File: config.mk
export PLATFORM = sky130hd
export DESIGN_NAME = cmo_top
export DESIGN_NICKNAME = d
export VERILOG_FILES = /design/src/common/cmo_pkg.sv /design/src/hw/cmo_sync.sv /design/src/hw/cmo_edge.sv /design/src/hw/cmo_top.sv
export SDC_FILE = /design/constraint.sdc
export NUM_CORES = 1
export LEC_CHECK = 0
export BUFFER_PORTS_ARGS = -buffer_cell sky130_fd_sc_hd__buf_4
export CAP_MARGIN = 20
export CORE_MARGIN = 5
export CORE_UTILIZATION = 48
export CTS_CLUSTER_SIZE = 16
export DETAILED_ROUTE_END_ITERATION = 16
export GPL_ROUTABILITY_DRIVEN = 0
export PLACE_DENSITY = 0.83
export SKIP_LAST_GASP = 1
export SYNTH_ARGS = -nofsm -noshare
export SYNTH_HDL_FRONTEND = slang
export SYNTH_SLANG_ARGS = --single-unit
File: constraint.sdc
create_clock -name core_clk_i -period 1.5 [get_ports core_clk_i]
set_input_delay 0.075 -clock core_clk_i [delete_from_list [all_inputs] [get_ports core_clk_i]]
set_output_delay 0.075 -clock core_clk_i [all_outputs]
set_load 0.05 [all_outputs]
File: src/common/cmo_pkg.sv
`default_nettype none
package cmo_pkg;
  // special function register addresses of the three registers
  localparam logic [7:0] CMO_CTRL_ADDR = 8'h9A;
  localparam logic [7:0] CMO_MODE_ADDR = 8'h9C;
  localparam logic [7:0] CMO_MUX_ADDR  = 8'h9E;

  // control register fields
  localparam int CMO_EN_BIT    = 7;
  localparam int CMO_OUT_BIT   = 6;
  localparam int CMO_RISE_BIT  = 5;
  localparam int CMO_FALL_BIT  = 4;
  localparam int CMO_HYP_LSB   = 2;
  localparam int CMO_HYN_LSB   = 0;

  // mode register fields
  localparam int CMO_RIE_BIT   = 5;
  localparam int CMO_FIE_BIT   = 4;
  localparam int CMO_MD_LSB    = 0;

  // input select fields
  localparam int CMO_MXN_LSB   = 4;
  localparam int CMO_MXP_LSB   = 0;

  // reset values
  localparam logic [1:0] CMO_HYS_RST  = 2'h0;
  localparam logic [1:0] CMO_MD_RST   = 2'h2;
  localparam logic [2:0] CMO_MX_RST   = 3'h0;

  // synchroniser depth for the analog output
  localparam int CMO_SYNC_STAGES = 2;
endpackage
`default_nettype wire

File: src/hw/cmo_sync.sv
`timescale 1ns/1ps
`default_nettype none
module cmo_sync #(
  parameter int STAGES = 2
) (
  // clock and reset
  input  wire logic core_clk_i,
  input  wire logic rst_i,
  // level in and out
  input  wire logic async_i,
  output logic      sync_o
);
  logic [STAGES-1:0] stage_reg;

  // a single stage would let a metastable level reach the edge logic
  if (STAGES < 2) begin : g_bad_stages
    $error("cmo_sync needs at least two stages");
  end

  // first stage read only by the next stage
  always_ff @(posedge core_clk_i or posedge rst_i) begin
    if (rst_i) begin
      stage_reg <= '0;
    end else begin
      stage_reg <= {stage_reg[STAGES-2:0], async_i};
    end
  end

  assign sync_o = stage_reg[STAGES-1];
endmodule
`default_nettype wire

File: src/hw/cmo_edge.sv
`timescale 1ns/1ps
`default_nettype none
module cmo_edge (
  // clock and reset
  input  wire logic core_clk_i,
  input  wire logic rst_i,
  // synchronised level and qualifier
  input  wire logic level_i,
  input  wire logic enable_i,
  // one-cycle pulses
  output logic      rise_o,
  output logic      fall_o
);
  logic prev_reg;

  always_ff @(posedge core_clk_i or posedge rst_i) begin
    if (rst_i) begin
      prev_reg <= 1'b0;
    end else begin
      prev_reg <= level_i;
    end
  end

  assign rise_o = enable_i & level_i & ~prev_reg;
  assign fall_o = enable_i & ~level_i & prev_reg;
endmodule
`default_nettype wire

File: src/hw/cmo_top.sv
`timescale 1ns/1ps
`default_nettype none
// Notes on behaviour
// - Power is on only while enabled; the routed output is low when off.
// - Bit 6 reads 1 when the positive input is above the negative, else 0.
// - Flag bit 5 sets on a rising edge, holds until cleared and resets to 0.
// - Flag bit 4 sets on a falling edge, holds until cleared and resets to 0.
// - Positive hysteresis bits 3:2 go from off at 0 to maximum at 3, reset 0.
// - Negative hysteresis bits 1:0 go from off at 0 to maximum at 3, reset 0.
// - Rising flag interrupts only while mode bit 5 is set; it resets to 0.
// - Falling flag interrupts only while mode bit 4 is set; it resets to 0.
// - Response mode runs fastest at 0 to slowest at 3 and resets to 2.
// - Select bits 6:4 choose the negative input and reset to 0.
// - Select bits 2:0 choose the positive input and reset to 0.
module cmo_top
  import cmo_pkg::*;
(
  // clock and reset
  input  wire logic       core_clk_i,
  input  wire logic       rst_i,
  // register port
  input  wire logic [7:0] reg_addr_i,
  input  wire logic       reg_wr_i,
  input  wire logic       reg_rd_i,
  input  wire logic [7:0] reg_wdata_i,
  output logic      [7:0] reg_rdata_o,
  // analog core
  input  wire logic       cmp_out_async_i,
  output logic            cmp_power_o,
  output logic      [1:0] positive_hysteresis_o,
  output logic      [1:0] negative_hysteresis_o,
  output logic      [1:0] response_mode_o,
  output logic      [2:0] positive_input_select_o,
  output logic      [2:0] negative_input_select_o,
  // routed output and interrupt
  output logic            cmp_route_o,
  output logic            cmp_irq_o
);
  import cmo_pkg::*;

  logic       comparator_enable_reg;
  logic       rising_edge_flag_reg;
  logic       falling_edge_flag_reg;
  logic [1:0] positive_hysteresis_reg;
  logic [1:0] negative_hysteresis_reg;
  logic       rising_interrupt_enable_reg;
  logic       falling_interrupt_enable_reg;
  logic [1:0] response_mode_reg;
  logic [2:0] negative_input_select_reg;
  logic [2:0] positive_input_select_reg;
  logic       output_state;
  logic       rise_evt;
  logic       fall_evt;
  logic       wr_ctrl;
  logic       wr_mode;
  logic       wr_mux;
  logic [7:0] rdata_next;

  assign wr_ctrl = reg_wr_i & (reg_addr_i == CMO_CTRL_ADDR);
  assign wr_mode = reg_wr_i & (reg_addr_i == CMO_MODE_ADDR);
  assign wr_mux  = reg_wr_i & (reg_addr_i == CMO_MUX_ADDR);

  // analog output crosses into the clock domain here
  cmo_sync #(
    .STAGES (CMO_SYNC_STAGES)
  ) u_sync (
    .core_clk_i (core_clk_i),
    .rst_i      (rst_i),
    .async_i    (cmp_out_async_i),
    .sync_o     (output_state)
  );

  // edges ignored while unpowered: the core output is meaningless then
  cmo_edge u_edge (
    .core_clk_i (core_clk_i),
    .rst_i      (rst_i),
    .level_i    (output_state),
    .enable_i   (comparator_enable_reg),
    .rise_o     (rise_evt),
    .fall_o     (fall_evt)
  );

  // enable and tuning fields
  always_ff @(posedge core_clk_i or posedge rst_i) begin
    if (rst_i) begin
      comparator_enable_reg   <= 1'b0;
      positive_hysteresis_reg <= CMO_HYS_RST;
      negative_hysteresis_reg <= CMO_HYS_RST;
    end else if (wr_ctrl) begin
      comparator_enable_reg   <= reg_wdata_i[CMO_EN_BIT];
      positive_hysteresis_reg <= reg_wdata_i[CMO_HYP_LSB +: 2];
      negative_hysteresis_reg <= reg_wdata_i[CMO_HYN_LSB +: 2];
    end
  end

  // sticky flags: a new edge wins over a same-cycle clear
  always_ff @(posedge core_clk_i or posedge rst_i) begin
    if (rst_i) begin
      rising_edge_flag_reg <= 1'b0;
    end else if (rise_evt) begin
      rising_edge_flag_reg <= 1'b1;
    end else if (wr_ctrl) begin
      rising_edge_flag_reg <= reg_wdata_i[CMO_RISE_BIT];
    end
  end

  always_ff @(posedge core_clk_i or posedge rst_i) begin
    if (rst_i) begin
      falling_edge_flag_reg <= 1'b0;
    end else if (fall_evt) begin
      falling_edge_flag_reg <= 1'b1;
    end else if (wr_ctrl) begin
      falling_edge_flag_reg <= reg_wdata_i[CMO_FALL_BIT];
    end
  end

  // mode register; reserved bits are not stored
  always_ff @(posedge core_clk_i or posedge rst_i) begin
    if (rst_i) begin
      rising_interrupt_enable_reg  <= 1'b0;
      falling_interrupt_enable_reg <= 1'b0;
      response_mode_reg            <= CMO_MD_RST;
    end else if (wr_mode) begin
      rising_interrupt_enable_reg  <= reg_wdata_i[CMO_RIE_BIT];
      falling_interrupt_enable_reg <= reg_wdata_i[CMO_FIE_BIT];
      response_mode_reg            <= reg_wdata_i[CMO_MD_LSB +: 2];
    end
  end

  // input select register
  always_ff @(posedge core_clk_i or posedge rst_i) begin
    if (rst_i) begin
      negative_input_select_reg <= CMO_MX_RST;
      positive_input_select_reg <= CMO_MX_RST;
    end else if (wr_mux) begin
      negative_input_select_reg <= reg_wdata_i[CMO_MXN_LSB +: 3];
      positive_input_select_reg <= reg_wdata_i[CMO_MXP_LSB +: 3];
    end
  end

  // read data; reserved bits read zero since they are not stored and default to 0
  always_comb begin
    rdata_next = 8'h00;
    if (reg_addr_i == CMO_CTRL_ADDR) begin
      rdata_next[CMO_EN_BIT]          = comparator_enable_reg;
      rdata_next[CMO_OUT_BIT]         = output_state;
      rdata_next[CMO_RISE_BIT]        = rising_edge_flag_reg;
      rdata_next[CMO_FALL_BIT]        = falling_edge_flag_reg;
      rdata_next[CMO_HYP_LSB +: 2]    = positive_hysteresis_reg;
      rdata_next[CMO_HYN_LSB +: 2]    = negative_hysteresis_reg;
    end else if (reg_addr_i == CMO_MODE_ADDR) begin
      rdata_next[CMO_RIE_BIT]         = rising_interrupt_enable_reg;
      rdata_next[CMO_FIE_BIT]         = falling_interrupt_enable_reg;
      rdata_next[CMO_MD_LSB +: 2]     = response_mode_reg;
    end else if (reg_addr_i == CMO_MUX_ADDR) begin
      rdata_next[CMO_MXN_LSB +: 3]    = negative_input_select_reg;
      rdata_next[CMO_MXP_LSB +: 3]    = positive_input_select_reg;
    end
  end

  // read data held between reads
  always_ff @(posedge core_clk_i or posedge rst_i) begin
    if (rst_i) begin
      reg_rdata_o <= 8'h00;
    end else if (reg_rd_i) begin
      reg_rdata_o <= rdata_next;
    end
  end

  // registered copies to the analog core
  always_ff @(posedge core_clk_i or posedge rst_i) begin
    if (rst_i) begin
      cmp_power_o             <= 1'b0;
      positive_hysteresis_o   <= CMO_HYS_RST;
      negative_hysteresis_o   <= CMO_HYS_RST;
      response_mode_o         <= CMO_MD_RST;
      positive_input_select_o <= CMO_MX_RST;
      negative_input_select_o <= CMO_MX_RST;
    end else begin
      cmp_power_o             <= comparator_enable_reg;
      positive_hysteresis_o   <= positive_hysteresis_reg;
      negative_hysteresis_o   <= negative_hysteresis_reg;
      response_mode_o         <= response_mode_reg;
      positive_input_select_o <= positive_input_select_reg;
      negative_input_select_o <= negative_input_select_reg;
    end
  end

  // routed output forced low while disabled
  always_ff @(posedge core_clk_i or posedge rst_i) begin
    if (rst_i) begin
      cmp_route_o <= 1'b0;
    end else begin
      cmp_route_o <= comparator_enable_reg & output_state;
    end
  end

  // interrupt request from the flags and their enables
  always_ff @(posedge core_clk_i or posedge rst_i) begin
    if (rst_i) begin
      cmp_irq_o <= 1'b0;
    end else begin
      cmp_irq_o <= (rising_edge_flag_reg & rising_interrupt_enable_reg) |
                   (falling_edge_flag_reg & falling_interrupt_enable_reg);
    end
  end

  a_power_follows_en: assert property (
    @(posedge core_clk_i) disable iff (rst_i)
    ##1 cmp_power_o == $past(comparator_enable_reg))
    else $error("power output does not follow enable");

  a_route_low_off: assert property (
    @(posedge core_clk_i) disable iff (rst_i)
    !comparator_enable_reg ##1 !comparator_enable_reg |-> !cmp_route_o)
    else $error("routed output high while disabled");

  a_rise_sets_flag: assert property (
    @(posedge core_clk_i) disable iff (rst_i)
    rise_evt |=> rising_edge_flag_reg)
    else $error("rising edge did not set flag");

  a_rise_flag_holds: assert property (
    @(posedge core_clk_i) disable iff (rst_i)
    rising_edge_flag_reg && !wr_ctrl |=> rising_edge_flag_reg)
    else $error("rising flag dropped without a write");

  a_fall_sets_flag: assert property (
    @(posedge core_clk_i) disable iff (rst_i)
    fall_evt |=> falling_edge_flag_reg)
    else $error("falling edge did not set flag");

  a_fall_flag_holds: assert property (
    @(posedge core_clk_i) disable iff (rst_i)
    falling_edge_flag_reg && !wr_ctrl |=> falling_edge_flag_reg)
    else $error("falling flag dropped without a write");

  a_rise_irq_gated: assert property (
    @(posedge core_clk_i) disable iff (rst_i)
    !rising_interrupt_enable_reg &&
      !(falling_edge_flag_reg && falling_interrupt_enable_reg)
      |=> !cmp_irq_o)
    else $error("rising flag raised interrupt while masked");

  a_fall_irq_path: assert property (
    @(posedge core_clk_i) disable iff (rst_i)
    falling_edge_flag_reg && falling_interrupt_enable_reg |=> cmp_irq_o)
    else $error("falling interrupt not raised");

  a_irq_equation: assert property (
    @(posedge core_clk_i) disable iff (rst_i)
    rising_edge_flag_reg && rising_interrupt_enable_reg |=> cmp_irq_o)
    else $error("rising interrupt not raised");

  a_single_edge: assert property (
    @(posedge core_clk_i) disable iff (rst_i)
    rise_evt |=> !rise_evt)
    else $error("one transition gave two rising pulses");

  a_mode_write: assert property (
    @(posedge core_clk_i) disable iff (rst_i)
    wr_mode |=> ##1 response_mode_o == $past(reg_wdata_i[1:0], 2))
    else $error("response mode not applied");

  a_mux_write: assert property (
    @(posedge core_clk_i) disable iff (rst_i)
    wr_mux |=> ##1 negative_input_select_o == $past(reg_wdata_i[6:4], 2))
    else $error("negative select not applied");

  a_psel_write: assert property (
    @(posedge core_clk_i) disable iff (rst_i)
    wr_mux |=> ##1
      positive_input_select_o == $past(reg_wdata_i[CMO_MXP_LSB +: 3], 2))
    else $error("positive select not applied");

  a_hyp_write: assert property (
    @(posedge core_clk_i) disable iff (rst_i)
    wr_ctrl |=> ##1
      positive_hysteresis_o == $past(reg_wdata_i[CMO_HYP_LSB +: 2], 2))
    else $error("positive hysteresis not applied");

  a_hyn_write: assert property (
    @(posedge core_clk_i) disable iff (rst_i)
    wr_ctrl |=> ##1
      negative_hysteresis_o == $past(reg_wdata_i[CMO_HYN_LSB +: 2], 2))
    else $error("negative hysteresis not applied");

  a_fall_single: assert property (
    @(posedge core_clk_i) disable iff (rst_i)
    fall_evt |=> !fall_evt)
    else $error("one transition gave two falling pulses");

  a_rise_clear: assert property (
    @(posedge core_clk_i) disable iff (rst_i)
    wr_ctrl && !reg_wdata_i[CMO_RISE_BIT] && !rise_evt
      |=> !rising_edge_flag_reg)
    else $error("rising flag not cleared by write");

  a_fall_clear: assert property (
    @(posedge core_clk_i) disable iff (rst_i)
    wr_ctrl && !reg_wdata_i[CMO_FALL_BIT] && !fall_evt
      |=> !falling_edge_flag_reg)
    else $error("falling flag not cleared by write");

  a_read_out_bit: assert property (
    @(posedge core_clk_i) disable iff (rst_i)
    reg_rd_i && reg_addr_i == CMO_CTRL_ADDR
      |=> reg_rdata_o[CMO_OUT_BIT] == $past(output_state))
    else $error("output state bit not read back");
endmodule
`default_nettype wire

# Word-level counts from Yosys, hierarchy flattened
# Cells that the tools add are included.
# op_classes
addsub	0
n_mul	0
div	0
magnitude_cmp	0
n_eq_ne	3
n_shift	0
n_mux	14
n_bitwise	12
n_reduce_logical	2
# op_table
operator	count
$eq A8 B8 Y1 const B	3
$mux W3	4
$and A1 B1 Y1	9
$mux W1	8
$mux W2	2
$reduce_bool A2 Y1	2
$not A1 Y1	2
$or A1 B1 Y1	1
# totals
regBits	43
latchBits	0
mem_bits_rw	0
rom_bits	0
input_bits	21
output_inout_bits	23
wordCells	52
mem_count	0

# Depth between registers and ports, before layout
# depth
ltp_word	4
mapped_depth	5
ltp_nobuf	3

# Modules after synthesis
# From an unflattened synthesis, not the netlist that was laid out.
# unflattened
hier_cells	117
hier_area_um2	1675.4
# by_module_without_submodules
module	n_inst	cells_each	area_per_inst_um2	seq_area_each_um2
cmo_top	1	110	1575.3	1003.5
cmo_sync	1	3	53.8	50.0
cmo_edge	1	4	46.3	25.0

# Worst setup path after synthesis
# OpenSTA, ideal clock, no wires.
# synth_path
path_type	input-to-reg
from	input port reg_addr_i[0]
to	register comparator_enable_reg
setup_ns	0.125
arrival_time_ns	1.049
required_time_ns	1.375
slack_ns	0.326
stages	4
path_buffers	1
path_cell_list	and4bb_2 and4_4 buf_8 mux2_4
# synth_between
elab_chain_cells	2
# synth_rtl
item	line_no	rtl
start, declared	cmo_top.sv:22	input wire logic [7:0] reg_addr_i,
$eq A8 B8 Y1	cmo_top.sv:59	assign wr_ctrl = reg_wr_i & (reg_addr_i == CMO_CTRL_ADDR);
$and A1 B1 Y1	cmo_top.sv:59	
end signal, assigned	cmo_top.sv:90	comparator_enable_reg <= reg_wdata_i[CMO_EN_BIT];
end, declared	cmo_top.sv:41	logic comparator_enable_reg;
# Every way passes these cells.
# A chain may end at the register's enable or synchronous reset.

# Worst setup path after layout
# layout_path
from	register response_mode_o[1]
to	output port response_mode_o[1]
# layout_rtl
item	line_no	rtl
start, declared	cmo_top.sv:32	output logic [1:0] response_mode_o,
start signal, assigned	cmo_top.sv:183	response_mode_o <= response_mode_reg;
# No word-level cell between the ends.

==> flow_metrics.env <==
export IMPL_outcome="finished clean"
export IMPL_max_stage_delay_ps=530
export IMPL_gr_usage_met3_pct=4.70
export IMPL_cts_made_buffers=5
export IMPL_end_kind="output pin"
export IMPL_path_depth=1
export IMPL_die_y_um=68.6
export IMPL_ioPinCount=44
export IMPL_startpoint_type="flip-flop"
export IMPL_synthDominantCellAreaShare_pct=62.3
export IMPL_hold_violations=0
export IMPL_report_final_setup_viol=0
export IMPL_cts_clk_slew_worst_paths_ps=130
export IMPL_yosysWarnings=0
export IMPL_postSynthNetCount=127
export IMPL_max_clock_path_buffers=2
export IMPL_core_area_um2=3340
export IMPL_ctsHoldBuffers=11
export IMPL_clock_tree_root_cell="sky130_fd_sc_hd__clkbuf_4"
export IMPL_arrival_ps=1060
export IMPL_worstPathBufferInverterCount=1
export IMPL_relSlewSlack_pct=65.3
export IMPL_fin_crit_ps=1140
export IMPL_largest_register_ff_count=8
export IMPL_clock_tree_htree_level_count=2
export IMPL_post_synth_inst_count=106
export IMPL_fin_nets=187
export IMPL_met1_track_usage_gr_pct=20.7
export IMPL_power_density_cell_area_nw_per_um2=958
export IMPL_share_of_the_cycle_needed_by_the_critical_path_after_routing_pct=75.7
export IMPL_maxCapViolCount=0
export IMPL_max_clock_freq_mhz=881
export IMPL_synthToLayoutAreaGrowth_pct=32.3
export IMPL_antenna_cells_inserted=0
export IMPL_gr_max_usage_layer="met2"
export IMPL_layoutNonFillerInstCount=213
export IMPL_required_ps=1420
export IMPL_detailroute_via_count=1099
export IMPL_synth_largest_area_cell="sky130_fd_sc_hd__dfrtp_1"
export IMPL_hold_ws_ps=57.3
export IMPL_grt_first_pass_wirelength_um=5530
export IMPL_yosys_cell_types_count=26
export IMPL_drt_pass1_iter_count=4
export IMPL_wl_per_cell_um=16.2
export IMPL_synth_area_um2=1650
export IMPL_grt_use_met2_pct=26.6
export IMPL_drive_above_1_share_pct=46.1
export IMPL_setup_tns_final_ps=0
export IMPL_clock_sinks=43
export IMPL_synth_area_top_cells="sky130_fd_sc_hd__dfrtp_1 62%, sky130_fd_sc_hd__mux2_2 9.6%, sky130_fd_sc_hd__mux2_4 4.6%"
export IMPL_worstMarginPinSlew_ps=520
export IMPL_rsz0062_at_grt="no"
export IMPL_synth_seq_cells=43
export IMPL_dp_hpwl_um=2400
export IMPL_critical_path_cell_chain="buf_4"
export IMPL_final_worst_clock_skew_ps=23.3
export IMPL_total_leakage_power_nw=1.10
export IMPL_vias_in_the_first_global_route=1182
export IMPL_track_usage_pct=16.5
export IMPL_crit_slowest_cell="sky130_fd_sc_hd__dfstp_2"
export IMPL_vdd_drop_max_mv=0.597
export IMPL_floorplan_initialDensity_pct=49.4
export IMPL_dp_slack_ps=83.3
export IMPL_grt_antenna_before_repair=0
export IMPL_commonest_cells_after_routing_fill_and_taps_aside="45 x sky130_fd_sc_hd__buf_4, 41 x sky130_fd_sc_hd__dfrtp_1, 14 x sky130_fd_sc_hd__mux2_2"
export IMPL_fill_cells=276
export IMPL_cts_resized_gates=0
export IMPL_maximum_fanout_count_along_the_critical_path=1
export IMPL_cts_setup_buffers=0
export IMPL_clk_latency_ps=360
export IMPL_critPathTopFamily="flip-flops"
export IMPL_route_antenna_remaining_nets=0
export IMPL_row_count=21
export IMPL_slew_viol_final=0
export IMPL_die_area_um2=4700
export IMPL_post_synthesis_sequential_area_ratio_pct=65.5
export IMPL_place_detailed_instances=194
export IMPL_syn_avg_cell_area_um2=15.5
export IMPL_critical_path_start_end_classification="reg2out"
export IMPL_via_per_inst=5.16
export IMPL_layout_commonest_cell="sky130_fd_sc_hd__buf_4"
export IMPL_buffer_ports_inserted=43
export IMPL_drt_wl_total_um=3460
export IMPL_maximum_number_of_pins_on_one_net_before_global_route_repair=44
export IMPL_cts_tree="built"
export IMPL_detail_route_drc_violations=0
export IMPL_worst_r2r_path_depth=3
export IMPL_detailedRoute_firstIterationViolations=42
export IMPL_top_register="reg_rdata_o"
export IMPL_chipWidth_um=68.6
export IMPL_min_delay_path_depth=2
export IMPL_worst_hold_path_type="in2reg"
export IMPL_globalRouteOverflowTotal=0
export IMPL_layout_setup_ws_ps=365
[through the flow]
| stage | power [mW] | area (µm²) | utilization [%] |
|---|---|---|---|
| 4_1_cts | 2.10 | 2180 | 65.3 |
| 3_5_place_dp | 1.51 | 2010 | 60.2 |
| 5_1_grt | 2.19 | 2180 | 65.3 |
| 6_report | 2.09 | 2180 | 65.3 |
| 2_1_floorplan | 1.41 | 1650 | - |
| 3_3_place_gp | 1.50 | 2010 | 60.2 |
[kinds of logic after synthesis]
family	after synthesis	synth area share (%)
and+or+nand+nor	22	8.96
muxes	23	16.6
DFF	43	65.5
AOI/OAI and AO/OA	13	6.53
buffers and inverters	5	2.51
[worst paths after layout]
check,from,to,slack (ps)
worst min register to register,u_sync.stage_reg[0],u_sync.stage_reg[1],370
worst min-delay path,reg_addr_i[1],reg_rdata_o[6],60
min in group asynchronous,rst_i,reg_rdata_o[7],400
worst max register to register,positive_input_select_reg[1],reg_rdata_o[1],470
max in group asynchronous,rst_i,response_mode_o[1],720
worst max-delay path,response_mode_o[1],response_mode_o[1],360
[power by group]
part	internal [mW]	switching (mW)	leakage, nW	total (mW)
clock network	0.228	0.354	0.0353	0.581
logic	0.121	0.152	0.497	0.274
registers	1.21	0.0268	0.571	1.23
total	1.56	0.533	1.10	2.09
[cell usage after synthesis]
master	count
sky130_fd_sc_hd__and4bb_2	1
sky130_fd_sc_hd__mux2_2	14
sky130_fd_sc_hd__o2bb2ai_1	5
sky130_fd_sc_hd__nor2b_1	1
sky130_fd_sc_hd__nand4_2	1
sky130_fd_sc_hd__o21ai_0	1
sky130_fd_sc_hd__a32o_1	2
sky130_fd_sc_hd__mux2_4	5
sky130_fd_sc_hd__and2_1	3
sky130_fd_sc_hd__dfrtp_1	41
sky130_fd_sc_hd__a22oi_1	4
sky130_fd_sc_hd__and4_4	1
sky130_fd_sc_hd__a22o_1	1
sky130_fd_sc_hd__dfstp_2	2
sky130_fd_sc_hd__buf_8	1
sky130_fd_sc_hd__buf_6	1
sky130_fd_sc_hd__and4b_1	1
sky130_fd_sc_hd__nor2b_4	1
sky130_fd_sc_hd__clkinv_1	1
sky130_fd_sc_hd__nand2_1	2
sky130_fd_sc_hd__nand3_1	3
sky130_fd_sc_hd__mux2i_1	4
sky130_fd_sc_hd__nor2_1	6
sky130_fd_sc_hd__inv_1	1
sky130_fd_sc_hd__and3b_1	2
sky130_fd_sc_hd__buf_4	1
[cell type report]
class / instances / area, µm² / area share [%]
Sequential cell: 43 / 1080 / 49.5
Inverter: 2 / 7.51 / 0.344
Timing Repair Buffer: 56 / 448 / 20.6
Tap cell: 46 / 57.6 / 2.64
Clock inverter: 1 / 5.00 / 0.230
Clock buffer: 7 / 55.1 / 2.53
Multi-Input combinational cell: 58 / 528 / 24.2
[routing by layer]
layer	vias up	wire length [µm]
li1	508	-
met1	546	1430
met2	41	1730
met3	4	270
met4	0	32
met5	-	0
Note: power is estimated with default switching activity, not from simulation.
